===== src/hw/stmh_pkg.sv =====
// Constants and carrier types for the target message handler.
package stmh_pkg;
  localparam logic [7:0] MSG_CMD_DONE    = 8'h00;
  localparam logic [7:0] MSG_EXTENDED    = 8'h01;
  localparam logic [7:0] MSG_SAVE_PTR    = 8'h02;
  localparam logic [7:0] MSG_RESTORE     = 8'h03;
  localparam logic [7:0] MSG_DISCONNECT  = 8'h04;
  localparam logic [7:0] MSG_INIT_ERR    = 8'h05;
  localparam logic [7:0] MSG_ABORT       = 8'h06;
  localparam logic [7:0] MSG_REJECT      = 8'h07;
  localparam logic [7:0] MSG_NOP         = 8'h08;
  localparam logic [7:0] MSG_PARITY_ERR  = 8'h09;
  localparam logic [7:0] MSG_LINKED      = 8'h0a;
  localparam logic [7:0] MSG_LINKED_FLAG = 8'h0b;
  localparam logic [7:0] MSG_DEV_RESET   = 8'h0c;
  localparam logic [7:0] EXT_LEN         = 8'h03;
  localparam logic [7:0] EXT_SDTR        = 8'h01;
  localparam logic [2:0] EXT_PER_IDX     = 3'h3;
  localparam logic [2:0] EXT_OFF_IDX     = 3'h4;
  localparam logic [2:0] EXT_MSG_LEN     = 3'h5;
  localparam logic [7:0] SYNC_MAX_PERIOD = 8'h34;
  localparam logic [7:0] SYNC_MAX_OFFSET = 8'h0f;
  localparam logic [7:0] SYNC_SLOW_LIMIT = 8'hfa;
  localparam int         PERIOD_COUNT    = 20;
  // Supported period codes, fastest first.
  localparam logic [PERIOD_COUNT-1:0][7:0] PERIOD_TABLE = {
    8'hfa, 8'hef, 8'he5, 8'hda, 8'hd0, 8'hc6, 8'hbb, 8'hb1, 8'ha6, 8'h9c,
    8'h91, 8'h87, 8'h7d, 8'h72, 8'h68, 8'h5d, 8'h53, 8'h48, 8'h3e, 8'h34};
  localparam int         ID_MARK_BIT     = 7;
  localparam int         ID_DISCONNECT_PERMITTED_BIT_BIT     = 6;
  localparam logic [2:0] CDB_LAST        = 3'h5;
  localparam logic [1:0] CDB_LAST_TRY    = 2'h2;
  localparam logic [7:0] OP_REWIND       = 8'h01;

  typedef struct packed {
    logic       sync_on;
    logic [7:0] period;
    logic [3:0] offset;
  } stmh_sync_t;

  typedef struct packed {
    logic [7:0] opcode;
    logic       link;
    logic       flag;
    logic       moves_tape;
  } stmh_cmd_t;
endpackage


===== src/hw/stmh_cdb_mem.sv =====
// Six-byte command block store with registered read port.
`timescale 1ns/100ps
module stmh_cdb_mem (
  input  wire logic       clk_i,     // System clock.
  input  wire logic       we_i,      // Write strobe.
  input  wire logic [2:0] waddr_i,   // Write byte index.
  input  wire logic [7:0] wdata_i,   // Write byte.
  input  wire logic [2:0] raddr_i,   // Read byte index.
  output logic      [7:0] rdata_o    // Read byte, one cycle after address.
);
  logic [7:0] mem_r [0:5];

  always_ff @(posedge clk_i) begin
    if (we_i && waddr_i <= 3'h5) begin
      mem_r[waddr_i] <= wdata_i;
    end
  end

  always_ff @(posedge clk_i) begin
    rdata_o <= (raddr_i <= 3'h5) ? mem_r[raddr_i] : 8'h00;
  end
endmodule


===== src/hw/stmh_top.sv =====
// Target message handler and command block front end.
`timescale 1ns/100ps
module stmh_top (
  input  wire logic               clk_i,                     // System clock, 250 MHz.
  input  wire logic               reset_n_i,                 // Synchronous reset, active low.
  input  wire logic               sync_negotiation_option_i, // Target may start negotiation.
  input  wire logic [2:0]         lun_cfg_i,                 // Configured unit number.
  input  wire logic               beginning_of_tape_i,       // Tape sits at load point.
  input  wire logic               atn_i,                     // Initiator holds attention.
  input  wire logic               msg_out_valid_i,           // Message byte from initiator.
  input  wire logic [7:0]         msg_out_byte_i,            // Message byte value.
  output logic                    msg_in_valid_o,            // Message byte to initiator waits.
  output logic      [7:0]         msg_in_byte_o,             // Message byte to initiator.
  input  wire logic               msg_in_ack_i,              // Bus engine took the byte.
  output logic                    busy_o,                    // Message sender occupied.
  input  wire logic               cdb_valid_i,               // Command block byte strobe.
  input  wire logic [7:0]         cdb_byte_i,                // Command block byte.
  input  wire logic               cdb_perr_i,                // Parity error on this byte.
  input  wire logic [2:0]         cdb_rd_idx_i,              // Command byte read index.
  output logic      [7:0]         cdb_rd_data_o,             // Command byte read data.
  output logic                    cmd_valid_o,               // Legal command ready.
  output stmh_pkg::stmh_cmd_t     cmd_o,                     // Decoded command.
  output logic                    check_cond_o,              // Report check condition.
  output logic                    illegal_request_o,         // Check cause: illegal request.
  output logic                    deferred_report_o,         // Check cause: deferred error.
  output logic                    retry_o,                   // Repeat the last transfer.
  input  wire logic               status_sent_i,             // Status byte went out.
  input  wire logic               disconnect_permitted_bit_request_i,            // Executor wants to disconnect.
  input  wire logic               bus_parity_err_i,          // Data phase parity error.
  input  wire logic               deferred_err_set_i,        // Buffered write failed.
  output logic                    deferred_err_o,            // Deferred error pending.
  input  wire logic               reselect_done_i,           // Reselection completed.
  output logic                    reselect_pending_o,        // Owed a reselection.
  output logic                    bus_free_o,                // Go to bus free.
  output logic                    device_reset_o,            // Device reset received.
  output logic                    disconnect_permitted_bit_o, // Disconnect granted.
  output stmh_pkg::stmh_sync_t    sync_o                     // Agreed transfer mode.
);
  import stmh_pkg::*;

  typedef enum logic [2:0] {
    ST_IDLE = 3'b001,
    ST_SEND = 3'b010,
    ST_SDPW = 3'b100
  } stmh_state_t;

  function automatic logic op_legal(input logic [7:0] op);
    case (op)
      8'h00, 8'h01, 8'h03, 8'h05, 8'h08, 8'h0a, 8'h0f, 8'h10, 8'h11, 8'h12, 8'h13,
      8'h14, 8'h15, 8'h16, 8'h17, 8'h19, 8'h1a, 8'h1b, 8'h1c, 8'h1d, 8'h3b, 8'h3c: return 1'b1;
      default: return 1'b0;
    endcase
  endfunction

  function automatic logic op_moves(input logic [7:0] op, input logic beginning_of_tape);
    case (op)
      8'h08, 8'h0a, 8'h0f, 8'h10, 8'h11, 8'h13, 8'h19, 8'h1b: return 1'b1;
      OP_REWIND: return !beginning_of_tape;
      default: return 1'b0;
    endcase
  endfunction

  function automatic logic is_ident(input logic [7:0] b);
    return b[ID_MARK_BIT] && b[5:3] == 3'h0;
  endfunction

  // Picks the fastest supported period that is equal or slower; a request above SYNC_SLOW_LIMIT gets SYNC_SLOW_LIMIT.
  function automatic logic [7:0] period_round(input logic [7:0] p);
    logic [7:0] r;
    logic       hit;
    r   = SYNC_SLOW_LIMIT;
    hit = 1'b0;
    for (int i = 0; i < PERIOD_COUNT; i++) begin
      if (!hit && PERIOD_TABLE[i] >= p) begin
        r   = PERIOD_TABLE[i];
        hit = 1'b1;
      end
    end
    return r;
  endfunction

  function automatic stmh_sync_t mk_sync(input logic [7:0] p, input logic [7:0] o);
    stmh_sync_t s;
    s.offset  = (o > SYNC_MAX_OFFSET) ? SYNC_MAX_OFFSET[3:0] : o[3:0];
    s.sync_on = (o != 8'h00);
    s.period  = s.sync_on ? period_round(p) : 8'h00;
    return s;
  endfunction

  stmh_state_t     st_r;
  logic [4:0][7:0] buf_r;
  logic [4:0][7:0] last_buf_r;
  logic [2:0]      len_r;
  logic [2:0]      last_len_r;
  logic            free_r;
  logic            sdp_r;
  logic [2:0]      ext_idx_r;
  logic [7:0]      ext_per_r;
  logic            neg_started_r;
  logic            agreed_r;
  logic            no_disconnect_permitted_bit_r;
  logic [2:0]      cdb_cnt_r;
  logic            cdb_bad_r;
  logic            cdb_ill_r;
  logic [1:0]      tries_r;
  stmh_cmd_t       cmd_r;

  logic            can_ld;
  logic            mo;
  logic            ld;
  logic [4:0][7:0] ld_buf;
  logic [2:0]      ld_len;
  logic            ld_free;
  logic            ld_sdp;
  logic            retry_ev;
  logic            abort_ev;
  logic            rst_ev;
  logic            acc_ev;
  stmh_sync_t      acc_sync;
  logic            prop_ev;
  logic            rej_sdp;
  logic            ident_ev;
  logic            cdb_end;
  logic            cdb_bad;
  logic            cdb_ill_nxt;
  logic            tx_done;

  assign can_ld  = (st_r != ST_SEND);
  assign mo      = msg_out_valid_i && can_ld;
  assign cdb_end = cdb_valid_i && cdb_cnt_r == CDB_LAST;
  assign cdb_bad = cdb_bad_r || cdb_perr_i;
  assign tx_done = st_r == ST_SEND && msg_in_ack_i && len_r == 3'h1;
  assign busy_o  = !can_ld;
  assign msg_in_valid_o = (st_r == ST_SEND);
  assign msg_in_byte_o  = buf_r[0];
  assign cmd_o = cmd_r;

  // Chooses at most one outgoing message per cycle; initiator messages come first.
  always_comb begin
    ld       = 1'b0;
    ld_buf   = '0;
    ld_len   = 3'h1;
    ld_free  = 1'b0;
    ld_sdp   = 1'b0;
    retry_ev = 1'b0;
    abort_ev = 1'b0;
    rst_ev   = 1'b0;
    acc_ev   = 1'b0;
    acc_sync = '0;
    prop_ev  = 1'b0;
    rej_sdp  = 1'b0;
    ident_ev = 1'b0;
    if (mo && ext_idx_r == EXT_OFF_IDX) begin
      if (ext_per_r > SYNC_SLOW_LIMIT) begin
        ld        = 1'b1;
        ld_buf[0] = MSG_REJECT;
        acc_ev    = 1'b1;
      end else if (neg_started_r) begin
        acc_ev   = 1'b1;
        acc_sync = mk_sync(ext_per_r, msg_out_byte_i);
      end else if (ext_per_r < SYNC_MAX_PERIOD || msg_out_byte_i > SYNC_MAX_OFFSET) begin
        ld      = 1'b1;
        ld_buf  = {SYNC_MAX_OFFSET, SYNC_MAX_PERIOD, EXT_SDTR, EXT_LEN, MSG_EXTENDED};
        ld_len  = EXT_MSG_LEN;
        prop_ev = 1'b1;
      end else begin
        ld       = 1'b1;
        ld_buf   = {msg_out_byte_i, ext_per_r, EXT_SDTR, EXT_LEN, MSG_EXTENDED};
        ld_len   = EXT_MSG_LEN;
        acc_ev   = 1'b1;
        acc_sync = mk_sync(ext_per_r, msg_out_byte_i);
      end
    end else if (mo && ((ext_idx_r == 3'h1 && msg_out_byte_i != EXT_LEN) ||
                        (ext_idx_r == 3'h2 && msg_out_byte_i != EXT_SDTR))) begin
      ld        = 1'b1;
      ld_buf[0] = MSG_REJECT;
    end else if (mo && ext_idx_r == 3'h0) begin
      if (msg_out_byte_i == MSG_EXTENDED || msg_out_byte_i == MSG_NOP) begin
        ld = 1'b0;
      end else if (msg_out_byte_i == MSG_INIT_ERR) begin
        ld        = 1'b1;
        ld_buf[0] = MSG_RESTORE;
        retry_ev  = 1'b1;
      end else if (msg_out_byte_i == MSG_ABORT) begin
        abort_ev = 1'b1;
      end else if (msg_out_byte_i == MSG_REJECT) begin
        rej_sdp = (last_buf_r[0] == MSG_SAVE_PTR);
        acc_ev  = (last_buf_r[0] == MSG_EXTENDED);
      end else if (msg_out_byte_i == MSG_PARITY_ERR) begin
        ld     = 1'b1;
        ld_buf = last_buf_r;
        ld_len = last_len_r;
      end else if (msg_out_byte_i == MSG_DEV_RESET) begin
        rst_ev = 1'b1;
      end else if (is_ident(msg_out_byte_i) && msg_out_byte_i[2:0] == lun_cfg_i) begin
        ident_ev = 1'b1;
        if (sync_negotiation_option_i && !agreed_r && !neg_started_r) begin
          ld      = 1'b1;
          ld_buf  = {SYNC_MAX_OFFSET, SYNC_MAX_PERIOD, EXT_SDTR, EXT_LEN, MSG_EXTENDED};
          ld_len  = EXT_MSG_LEN;
          prop_ev = 1'b1;
        end
      end else begin
        ld        = 1'b1;
        ld_buf[0] = MSG_REJECT;
      end
    end else if (can_ld && !mo && cdb_end && cdb_bad && tries_r != CDB_LAST_TRY) begin
      ld        = 1'b1;
      ld_buf[0] = MSG_RESTORE;
      retry_ev  = 1'b1;
    end else if (can_ld && !mo && bus_parity_err_i) begin
      ld        = 1'b1;
      ld_buf[0] = MSG_RESTORE;
      retry_ev  = 1'b1;
    end else if (can_ld && !mo && status_sent_i) begin
      ld        = 1'b1;
      ld_buf[0] = !cmd_r.link ? MSG_CMD_DONE : (cmd_r.flag ? MSG_LINKED_FLAG : MSG_LINKED);
      ld_free   = !cmd_r.link;
    end else if (st_r == ST_IDLE && disconnect_permitted_bit_request_i && disconnect_permitted_bit_o &&
                 cmd_r.moves_tape && !no_disconnect_permitted_bit_r) begin
      ld        = 1'b1;
      ld_buf[0] = MSG_SAVE_PTR;
      ld_sdp    = 1'b1;
    end else if (st_r == ST_SDPW && !mo && !atn_i) begin
      ld        = 1'b1;
      ld_buf[0] = MSG_DISCONNECT;
      ld_free   = 1'b1;
    end
  end

  // The sender shifts bytes out of buf_r so the output byte is always a flop.
  always_ff @(posedge clk_i) begin
    if (!reset_n_i || rst_ev || abort_ev) begin
      st_r  <= ST_IDLE;
      buf_r <= '0;
      len_r <= 3'h0;
      free_r <= 1'b0;
      sdp_r <= 1'b0;
    end else if (ld) begin
      st_r   <= ST_SEND;
      buf_r  <= ld_buf;
      len_r  <= ld_len;
      free_r <= ld_free;
      sdp_r  <= ld_sdp;
    end else if (st_r == ST_SEND && msg_in_ack_i) begin
      buf_r <= {8'h00, buf_r[4:1]};
      len_r <= len_r - 3'h1;
      if (len_r == 3'h1) begin
        st_r <= sdp_r ? ST_SDPW : ST_IDLE;
      end
    end else if (st_r == ST_SDPW && rej_sdp) begin
      st_r <= ST_IDLE;
    end
  end

  always_ff @(posedge clk_i) begin
    if (!reset_n_i) begin
      last_buf_r <= '0;
      last_len_r <= 3'h1;
    end else if (ld) begin
      last_buf_r <= ld_buf;
      last_len_r <= ld_len;
    end
  end

  always_ff @(posedge clk_i) begin
    if (!reset_n_i || rst_ev) begin
      ext_idx_r <= 3'h0;
      ext_per_r <= 8'h00;
    end else if (mo) begin
      if (ext_idx_r == 3'h0) begin
        ext_idx_r <= (msg_out_byte_i == MSG_EXTENDED) ? 3'h1 : 3'h0;
      end else if (ext_idx_r == EXT_OFF_IDX || ld) begin
        ext_idx_r <= 3'h0;
      end else begin
        ext_idx_r <= ext_idx_r + 3'h1;
      end
      if (ext_idx_r == EXT_PER_IDX) begin
        ext_per_r <= msg_out_byte_i;
      end
    end
  end

  // Negotiated mode; a reject or a too-slow answer leaves asynchronous transfer.
  always_ff @(posedge clk_i) begin
    if (!reset_n_i || rst_ev) begin
      sync_o        <= '0;
      agreed_r      <= 1'b0;
      neg_started_r <= 1'b0;
    end else if (acc_ev) begin
      sync_o        <= acc_sync;
      agreed_r      <= acc_sync.sync_on;
      neg_started_r <= 1'b0;
    end else if (prop_ev) begin
      neg_started_r <= 1'b1;
    end
  end

  always_ff @(posedge clk_i) begin
    if (!reset_n_i || rst_ev) begin
      disconnect_permitted_bit_o <= 1'b0;
      no_disconnect_permitted_bit_r                  <= 1'b0;
    end else begin
      if (ident_ev) begin
        disconnect_permitted_bit_o <= msg_out_byte_i[ID_DISCONNECT_PERMITTED_BIT_BIT];
      end
      if (rej_sdp) begin
        no_disconnect_permitted_bit_r <= 1'b1;
      end else if (cdb_end) begin
        no_disconnect_permitted_bit_r <= 1'b0;
      end
    end
  end

  always_ff @(posedge clk_i) begin
    if (!reset_n_i || rst_ev) begin
      reselect_pending_o <= 1'b0;
    end else if (tx_done && buf_r[0] == MSG_DISCONNECT) begin
      reselect_pending_o <= 1'b1;
    end else if (reselect_done_i) begin
      reselect_pending_o <= 1'b0;
    end
  end

  always_ff @(posedge clk_i) begin
    if (!reset_n_i) begin
      bus_free_o     <= 1'b0;
      device_reset_o <= 1'b0;
      retry_o        <= 1'b0;
    end else begin
      bus_free_o     <= rst_ev || abort_ev || (tx_done && free_r);
      device_reset_o <= rst_ev;
      retry_o        <= retry_ev;
    end
  end

  // Per-byte legality: opcode, unit number, control byte reserved bits, flag without link.
  always_comb begin
    cdb_ill_nxt = cdb_ill_r;
    unique case (cdb_cnt_r)
      3'h0: cdb_ill_nxt = !op_legal(cdb_byte_i);
      3'h1: cdb_ill_nxt = cdb_ill_r || cdb_byte_i[7:5] != lun_cfg_i;
      CDB_LAST: cdb_ill_nxt = cdb_ill_r || cdb_byte_i[7:2] != 6'h00 || (cdb_byte_i[1] && !cdb_byte_i[0]);
      default: cdb_ill_nxt = cdb_ill_r;
    endcase
  end

  always_ff @(posedge clk_i) begin
    if (!reset_n_i || rst_ev || abort_ev) begin
      cdb_cnt_r <= 3'h0;
      cdb_bad_r <= 1'b0;
      cdb_ill_r <= 1'b0;
    end else if (cdb_valid_i) begin
      cdb_cnt_r <= cdb_end ? 3'h0 : cdb_cnt_r + 3'h1;
      cdb_bad_r <= cdb_end ? 1'b0 : cdb_bad;
      cdb_ill_r <= cdb_end ? 1'b0 : cdb_ill_nxt;
    end
  end

  always_ff @(posedge clk_i) begin
    if (!reset_n_i || rst_ev) begin
      tries_r <= 2'h0;
      cmd_r   <= '0;
    end else if (cdb_valid_i) begin
      if (cdb_cnt_r == 3'h0) begin
        cmd_r.opcode     <= cdb_byte_i;
        cmd_r.moves_tape <= op_moves(cdb_byte_i, beginning_of_tape_i);
      end
      if (cdb_end) begin
        cmd_r.link <= cdb_byte_i[0];
        cmd_r.flag <= cdb_byte_i[1];
        tries_r    <= (cdb_bad && tries_r != CDB_LAST_TRY) ? tries_r + 2'h1 : 2'h0;
      end
    end
  end

  // A buffered-write failure survives abort and device reset until reported.
  always_ff @(posedge clk_i) begin
    if (!reset_n_i) begin
      deferred_err_o <= 1'b0;
    end else if (deferred_err_set_i) begin
      deferred_err_o <= 1'b1;
    end else if (cdb_end && !cdb_bad && !cdb_ill_nxt) begin
      deferred_err_o <= 1'b0;
    end
  end

  always_ff @(posedge clk_i) begin
    if (!reset_n_i) begin
      cmd_valid_o       <= 1'b0;
      check_cond_o      <= 1'b0;
      illegal_request_o <= 1'b0;
      deferred_report_o <= 1'b0;
    end else begin
      cmd_valid_o       <= cdb_end && !cdb_bad && !cdb_ill_nxt && !deferred_err_o;
      check_cond_o      <= cdb_end && (cdb_bad ? tries_r == CDB_LAST_TRY : (cdb_ill_nxt || deferred_err_o));
      illegal_request_o <= cdb_end && !cdb_bad && cdb_ill_nxt;
      deferred_report_o <= cdb_end && !cdb_bad && !cdb_ill_nxt && deferred_err_o;
    end
  end

  stmh_cdb_mem u_cdb_mem (
    .clk_i   (clk_i),
    .we_i    (cdb_valid_i),
    .waddr_i (cdb_cnt_r),
    .wdata_i (cdb_byte_i),
    .raddr_i (cdb_rd_idx_i),
    .rdata_o (cdb_rd_data_o)
  );
endmodule


===== config.mk =====
export PLATFORM = sky130hd
export DESIGN_NAME = stmh_top
export DESIGN_NICKNAME = d
export VERILOG_FILES = /design/src/hw/stmh_pkg.sv /design/src/hw/stmh_cdb_mem.sv /design/src/hw/stmh_top.sv
export SDC_FILE = /design/constraint.sdc
export NUM_CORES = 1
export LEC_CHECK = 0
export ABC_AREA = 1
export BUFFER_PORTS_ARGS = -buffer_cell sky130_fd_sc_hd__clkbuf_2
export CAP_MARGIN = 0
export CORE_MARGIN = 5
export CORE_UTILIZATION = 54
export CTS_BUF_LIST = sky130_fd_sc_hd__clkbuf_8 sky130_fd_sc_hd__clkbuf_16
export DETAILED_ROUTE_END_ITERATION = 6
export PLACE_DENSITY = 0.76
export REMOVE_ABC_BUFFERS = 1
export SYNTH_ARGS = -nofsm -noshare
export SYNTH_HDL_FRONTEND = slang
export SYNTH_SLANG_ARGS = --single-unit

===== constraint.sdc =====
create_clock -name clk_i -period 1.9 [get_ports clk_i]
set_input_delay 0.095 -clock clk_i [delete_from_list [all_inputs] [get_ports clk_i]]
set_output_delay 0.095 -clock clk_i [all_outputs]
set_load 0.01 [all_outputs]

# [After elaboration in Yosys (flattened, before gate mapping)]
# Memories as Yosys holds them, arrays and structs flattened. A register that Yosys moved wholly into a read port is not among the register bits.
# Cells that the tools add are included.
[totals] register_bits=145 ramBits=48 rom_bits=64 in_bits=36 out_inout_bits=52 mem_count=2
[mem_list] memory="(no name shown)" depth=64 width=1 rd=1 rd_ports_with_merged_regs=0 wr=0 line_no="stmh_top.sv:48" text="case (op)"
[mem_list] memory="u_cdb_mem.mem_r" depth=6 width=8 rd=1 rd_ports_with_merged_regs=1 wr=1 line_no="stmh_cdb_mem.sv:11" text="logic [7:0] mem_r [0:5];"
[op_classes] addsub=4 magnitude_cmp=25 n_eq_ne=38 mux=376 bitwise=1 reduce_logical=162
[op_table] op="$mux W40" n=10
[op_table] op="$mux W8" n=46
[op_table] op="$mux W1" n=277
[op_table] op="$mux W32" n=4
[op_table] op="$ge A8 B8 Y1 const A" n=12
[op_table] op="$logic_and A1 B1 Y1" n=75
[op_table] op="$mux W3" n=24
[op_table] op="$logic_not A1 Y1" n=53
[op_table] op="$mux W13" n=4
[op_table] op="$eq A8 B4 Y1 const B" n=6
[op_table] op="$ge A7 B8 Y1 const A" n=6
[op_table] op="$eq A8 B5 Y1 const B" n=5
[op_table] op="$mux W36" n=1
[op_table] op="$eq A8 B3 Y1 const B" n=4
[op_table] op="$mux W28" n=1
[op_table] op="$eq A8 B1 Y1 const B" n=3
[op_table] op="$mux W4" n=5
[op_table] op="$ge A6 B8 Y1 const A" n=2
[op_table] op="$logic_or A1 B1 Y1" n=13
[op_table] op="$eq A3 B1 Y1 const B" n=4
[op_table] op="$reduce_and A2 Y1" n=5
[op_table] op="$reduce_bool A2 Y1" n=5
[op_table] op="$eq A3 B2 Y1 const B" n=3
[op_table] op="$eq A3 B3 Y1 const B" n=3
[op_table] op="other kinds (28)" n=35

# [Logic depth before layout (Yosys ltp)]
[depth] word_depth=140 ltp_mapped=18 depth_no_buf=15

# [By module]
# A second synthesis with hierarchy kept.
[hier_totals] hier_cells=1367 hier_area_um2=9944.5
[by_module_without_submodules] module="stmh_top" instances=1 cells_each=1154 area_per_inst_um2=7678.6 seq_area_each_um2=2902.8
[by_module_without_submodules] module="stmh_cdb_mem" instances=1 cells_each=213 area_per_inst_um2=2265.9 seq_area_each_um2=1601.5

# [Worst setup path after synthesis]
# OpenSTA, ideal clock, no wires.
[synth_timing] path_type="reg2reg" startpoint="reg cdb_cnt_r[1]" endpoint="reg buf_r, in the netlist msg_in_byte_o[3]" setup_time_ns=0.112 t_arrival_ns=1.894 setup_slack_ns=-0.105 stages_incl_launch_ff=18 path_buffers=2 synth_period_minus_slack_ns=2.005 cell_sequence="dfxtp_1 inv_1 ha_1 nand2_1 nor2_4 nand2_1 nand2_1 nand2_2 nand4_1 nand2_2 nand2_2 nand2_2 buf_6 buf_6 nand2_1 nand2_1 nor2_1 nor2_1"
[synth_between] elab_chain_cells=10 word_cells_on_any_way=15 classes_between="1 x eq/ne; 9 x mux; 5 x reduce/logical"
[synth_rtl] element="start: declaration" line_no="stmh_top.sv:102" text="logic [2:0] cdb_cnt_r;"
[synth_rtl] element="start signal: assignment" line_no="stmh_top.sv:354" text="cdb_cnt_r <= cdb_end ? 3'h0 : cdb_cnt_r + 3'h1;"
[synth_rtl] element="$eq A3 B3 Y1 (*)" line_no="stmh_top.sv:130" text="assign cdb_end = cdb_valid_i && cdb_cnt_r == CDB_LAST;"
[synth_rtl] element="$logic_and A1 B1 Y1 (*)" line_no="stmh_top.sv:130"
[synth_rtl] element="$logic_and A1 B1 Y1 (*) (3 in a row)" line_no="stmh_top.sv:207" text="end else if (can_ld && !mo && cdb_end && cdb_bad && tries_r != CDB_LAST_TRY) begin"
[synth_rtl] element="$mux W4 or $mux W1 (tied branches)" line_no="stmh_top.sv:207"
[synth_rtl] element="$mux W8 or $mux W1 (tied branches)" line_no="stmh_top.sv:177" text="end else if (mo && ext_idx_r == 3'h0) begin"
[synth_rtl] element="$mux W8 or $mux W1 (tied branches)" line_no="stmh_top.sv:173" text="end else if (mo && ((ext_idx_r == 3'h1 && msg_out_byte_i != EXT_LEN) ||"
[synth_rtl] element="$mux W40 or $mux W1 (tied branches)" line_no="stmh_top.sv:153" text="if (mo && ext_idx_r == EXT_OFF_IDX) begin"
[synth_rtl] element="$mux W40 or $reduce_bool A2 Y1 (tied branches)"
[synth_rtl] element="end signal: assignment" line_no="stmh_top.sv:241" text="buf_r <= ld_buf;"
[synth_rtl] element="end signal: assignment" line_no="stmh_top.sv:246" text="buf_r <= {8'h00, buf_r[4:1]};"
[synth_rtl] element="end: declaration" line_no="stmh_top.sv:91" text="logic [4:0][7:0] buf_r;"
# Mark *: on every way between the ends. The rest lies on a longest branch, timed or not.
# A chain may end at the register's enable or synchronous reset.

# [Final worst setup path]
[layout_timing] startpoint="reg cdb_cnt_r[1]" endpoint="reg last_buf_r[11] in the netlist's numbering"
[layout_between] elab_chain_cells=9
[layout_rtl] element="$eq A3 B3 Y1" line_no="stmh_top.sv:130"
[layout_rtl] element="$logic_and A1 B1 Y1" line_no="stmh_top.sv:130"
[layout_rtl] element="$logic_and A1 B1 Y1 (3 in a row)" line_no="stmh_top.sv:207"
[layout_rtl] element="$mux W1" line_no="stmh_top.sv:207"
[layout_rtl] element="$mux W1" line_no="stmh_top.sv:177"
[layout_rtl] element="$mux W1" line_no="stmh_top.sv:173"
[layout_rtl] element="$mux W1" line_no="stmh_top.sv:153"
[layout_rtl] element="end signal: assignment" line_no="stmh_top.sv:261" text="last_buf_r <= ld_buf;"
[layout_rtl] element="end: declaration" line_no="stmh_top.sv:92" text="logic [4:0][7:0] last_buf_r;"
# Every way passes these cells.

==> flow_metrics.tcl <==
set metrics [dict create \
    async_flop_share_pct 0 \
    violations "negative setup slack" \
    die_w_um 144 \
    comb_power_share_pct 16.2 \
    finalCriticalPeriod_ns 2.04 \
    ys_seq_elements 201 \
    totalWireLength_mm 29.2 \
    vias_in_the_first_global_route 9080 \
    rows 49 \
    placed_cell_area_um2 11100 \
    syn_area_um2 9690 \
    timing.rr.end "last_buf_r[11]" \
    top_flip_flop_cell_by_instance_count_after_synthesis "sky130_fd_sc_hd__dfxtp_1" \
    detailedRoute.firstPassIterationCount 6 \
    worst_hold_startpoint "msg_out_byte_i[3]" \
    cp_launch_type "flop" \
    area_growth_syn_to_layout_pct 32.0 \
    worstSetupPathType "reg2reg" \
    dr.first_iter.drc_count 1052 \
    slew_headroom_pct 63.0 \
    number_of_antenna_violations_at_the_first_check_in_global_routing 0 \
    cts.sinks 201 \
    dpl.hpwl_mm 19.1 \
    worstMarginPinSlew_ns 0.554 \
    synth_top_area_share_pct 31.6 \
    tritoncts "done" \
    power.density_cell_area_nw_per_um2 803 \
    grt_first_pass_wirelength_mm 44.0 \
    drt.antenna.violating_nets 0 \
    unrepaired_setup_endpoints_after_global_routing "true" \
    viasPerCell 5.46 \
    fin_worst_skew_ns 0.0114 \
    whs_path_depth 3 \
    die-height_um 144 \
    place_congestion 0.948 \
    finalSetupViolCount 81 \
    hold_viol_final 0 \
    number_of_maximum_capacitance_constraint_violations 0 \
    critPathCaptureType "flop" \
    final.setup.tns_ns -6.51 \
    post_synth_num_cell_types 48 \
    fin_crit_sh_pct 107 \
    power.internal_mw 7.58 \
    pre_cts_ws_ns -0.142 \
    stdcell_count 1767 \
    power.switching_fraction_pct 26.2 \
    routed_wire_length_per_instance_um 16.5 \
    critPathArrivalTime_ns 2.42 \
    ios 88 \
    pnr_worst_setup_slack_ns -0.138 \
    peakVddDrop_mv 0.796 \
    core-area_um2 17800 \
    rr_startpoint "cdb_cnt_r[1]" \
    detail_route.drc_violations 0 \
    r2r_setup_slk_ns -0.14 \
    drive_above_1_share_pct 26.1 \
    dr_total_vias 9642 \
    tritoncts_buffer_count 21 \
    global_route.usage.total_pct 26.2 \
    run_status "complete, but fails checks" \
    postSynthCellCount 1300 \
    portion_of_total_power_attributed_to_the_clock_network_pct 38.8 \
    cellLeakagePower_nw 5.69 \
    synth_sequential_area_ratio_pct 46.5 \
    net_total_in_the_final_layout 1573 \
    timing.hold.worst.class "in2reg" \
    timing.final.max_slew_violations 0 \
    worst_skew_pair.late_latency_ns 0.50 \
    synth_edf_count 48 \
    yosys-top-cells-area "sky130_fd_sc_hd__dfxtp_1 (32%), sky130_fd_sc_hd__edfxtp_1 (15%), sky130_fd_sc_hd__nand2_1 (11%)" \
    net-switching-power_mw 2.69 \
    clk_transition_reported_paths_ns 0.07 \
    placed_cell_count 1688 \
    design_power_total_mw 10.3 \
    die_area_um2 20700 \
    clock_path_buffers 3 \
    insertedDiodeCount 0 \
    worst-endpoint-required_ns 2.28 \
    postSynthAreaPerCell_um2 7.46 \
    power.share.sequential_pct 45.0 \
    grt_start_max_net_pins 47 \
    fin_area_um2 12800 \
    synth-warning-count 0 \
    synth_common_cells "sky130_fd_sc_hd__nand2_1 (284), sky130_fd_sc_hd__nor2_1 (223), sky130_fd_sc_hd__dfxtp_1 (153)" \
    clock-root-buffer "sky130_fd_sc_hd__clkbuf_16" \
    grt.overflow.total 0 \
    start_util_pct 54.3 \
    hold_end "sync_o[3]" \
    worstPathMaxFanout 18 \
    cts_max_level 1 \
    clock.fmax_mhz 491 \
    rr_worst_depth 14 \
    buffer_ports.inserted 87 \
    netlist.top_cell.by_area "sky130_fd_sc_hd__dfxtp_1" \
    synth_most_common_cell "sky130_fd_sc_hd__nand2_1" \
]
-- worst max-delay path: stages, from the launching register on --
cell,delay (ns)
sky130_fd_sc_hd__dfxtp_2,0.33
sky130_fd_sc_hd__inv_2,0.07
sky130_fd_sc_hd__ha_4,0.15
sky130_fd_sc_hd__nand2_4,0.05
sky130_fd_sc_hd__nor2_4,0.11
sky130_fd_sc_hd__nand2_2,0.07
sky130_fd_sc_hd__nand2_2,0.08
sky130_fd_sc_hd__nand2_2,0.06
sky130_fd_sc_hd__nand4_1,0.12
sky130_fd_sc_hd__nand2_2,0.09
sky130_fd_sc_hd__buf_6,0.13
sky130_fd_sc_hd__a21boi_4,0.27
sky130_fd_sc_hd__nand2_4,0.13
sky130_fd_sc_hd__nand2_8,0.16
sky130_fd_sc_hd__nor2_1,0.08
-- metal layers --
metal | track usage, % | up-vias | routed length [µm]
li1 | - | 4663 | -
met1 | 33.4 | 4488 | 11800
met4 | 9.02 | 0 | 902
met2 | 46.0 | 408 | 14400
met3 | 3.21 | 83 | 2030
met5 | 0 | - | 0
-- cell usage in the layout (no fill, tap or decap), types with 7 or more instances in the layout --
master                          instances
sky130_fd_sc_hd__a211oi_1               7
sky130_fd_sc_hd__a21oi_1               48
sky130_fd_sc_hd__a21oi_2               19
sky130_fd_sc_hd__buf_12                10
sky130_fd_sc_hd__buf_4                122
sky130_fd_sc_hd__buf_6                 14
sky130_fd_sc_hd__clkbuf_16             28
sky130_fd_sc_hd__clkbuf_2              87
sky130_fd_sc_hd__dfxtp_1              146
sky130_fd_sc_hd__dfxtp_2                7
sky130_fd_sc_hd__dlygate4sd3_1         19
sky130_fd_sc_hd__edfxtp_1              48
sky130_fd_sc_hd__ha_1                   7
sky130_fd_sc_hd__inv_1                135
sky130_fd_sc_hd__inv_2                 20
sky130_fd_sc_hd__nand2_1              274
sky130_fd_sc_hd__nand2_2               15
sky130_fd_sc_hd__nand3_1               56
sky130_fd_sc_hd__nand3_2                7
sky130_fd_sc_hd__nand3b_1              31
sky130_fd_sc_hd__nand4_1               14
sky130_fd_sc_hd__nor2_1               200
sky130_fd_sc_hd__nor2_2                16
sky130_fd_sc_hd__nor2_4                16
sky130_fd_sc_hd__nor3_1                16
sky130_fd_sc_hd__o21ai_0               52
sky130_fd_sc_hd__o21ai_1               27
sky130_fd_sc_hd__o22ai_1               11
sky130_fd_sc_hd__o31ai_1               10
-- final cells by class --
| class | count | area, µm² |
|---|---|---|
| Clock buffer | 25 | 592 |
| Clock inverter | 10 | 65.1 |
| Fill cell | 1326 | 5040 |
| Inverter | 156 | 599 |
| Multi-Input combinational cell | 887 | 4660 |
| Sequential cell | 201 | 4510 |
| Tap cell | 229 | 287 |
| Timing Repair Buffer | 259 | 2080 |
-- state kept, by name, indices dropped and copies added, names as in the netlist, 2 cells and up --
register and cells:
ext_idx_r 3, u_cdb_mem.rdata_o 8, len_r 3, sync_o 12
last_len_r 3, cmd_o 11, ext_per_r 8, cdb_cnt_r 3
u_cdb_mem.mem_r 48, msg_in_byte_o 8, st_r 3, last_buf_r 40
buf_r 32, tries_r 2
-- power by group through the flow --
| stage | combinational [mW] | sequential, mW | clock [mW] |
|---|---|---|---|
| floorplan | 0.699 | 4.72 | 0 |
| global placement | 1.28 | 4.70 | 0 |
| detailed placement | 1.30 | 4.71 | 0 |
| CTS | 1.47 | 4.62 | 4.01 |
| global route | 1.81 | 4.63 | 4.17 |
| finish | 1.66 | 4.62 | 3.98 |
-- metrics by stage --
stage | util [%] | hold slack (ns)
after global placement | 62.3 | 0.304
after global routing | 71.7 | 0.0238
after floorplan | - | 0.181
after detailed placement | 62.3 | 0.307
final | 71.7 | 0.0234
after CTS | 69.1 | 0.00182
-- how the worst max path moves through the flow --
stage | to | depth (start not counted) | start
CTS | last_buf_r[38] | 15 | ext_idx_r[1]
detailed placement | last_buf_r[39] | 14 | ext_idx_r[1]
finish | last_buf_r[11] | 14 | cdb_cnt_r[1]
floorplan | buf_r[11] | 15 | cdb_cnt_r[1]
global placement | msg_in_byte_o[1] | 15 | ext_idx_r[0]
global route | last_buf_r[36] | 15 | cdb_cnt_r[1]
-- what timing repair did --
| action | in CTS | in global routing |
|---|---|---|
| endpoints found under the hold margin | 49 | 0 |
| pin swaps | 16 | 30 |
| hold buffers | 19 | 0 |
| gates cloned | 1 | 7 |
| gates resized for setup | 80 | 76 |
| buffers inserted | 8 | 10 |
| endpoints found under the setup margin | 96 | 124 |
-- logic make-up after synthesis --
logic type      after synthesis  synth area share [%]
compound gates              206                  12.0
xor+xnor                      5                 0.452
simple gates                665                  29.8
fa+ha+maj                    11                  1.42
flops                       201                  46.5
buf+inv                     212                  9.85
Power figures use the tool's default switching activity.
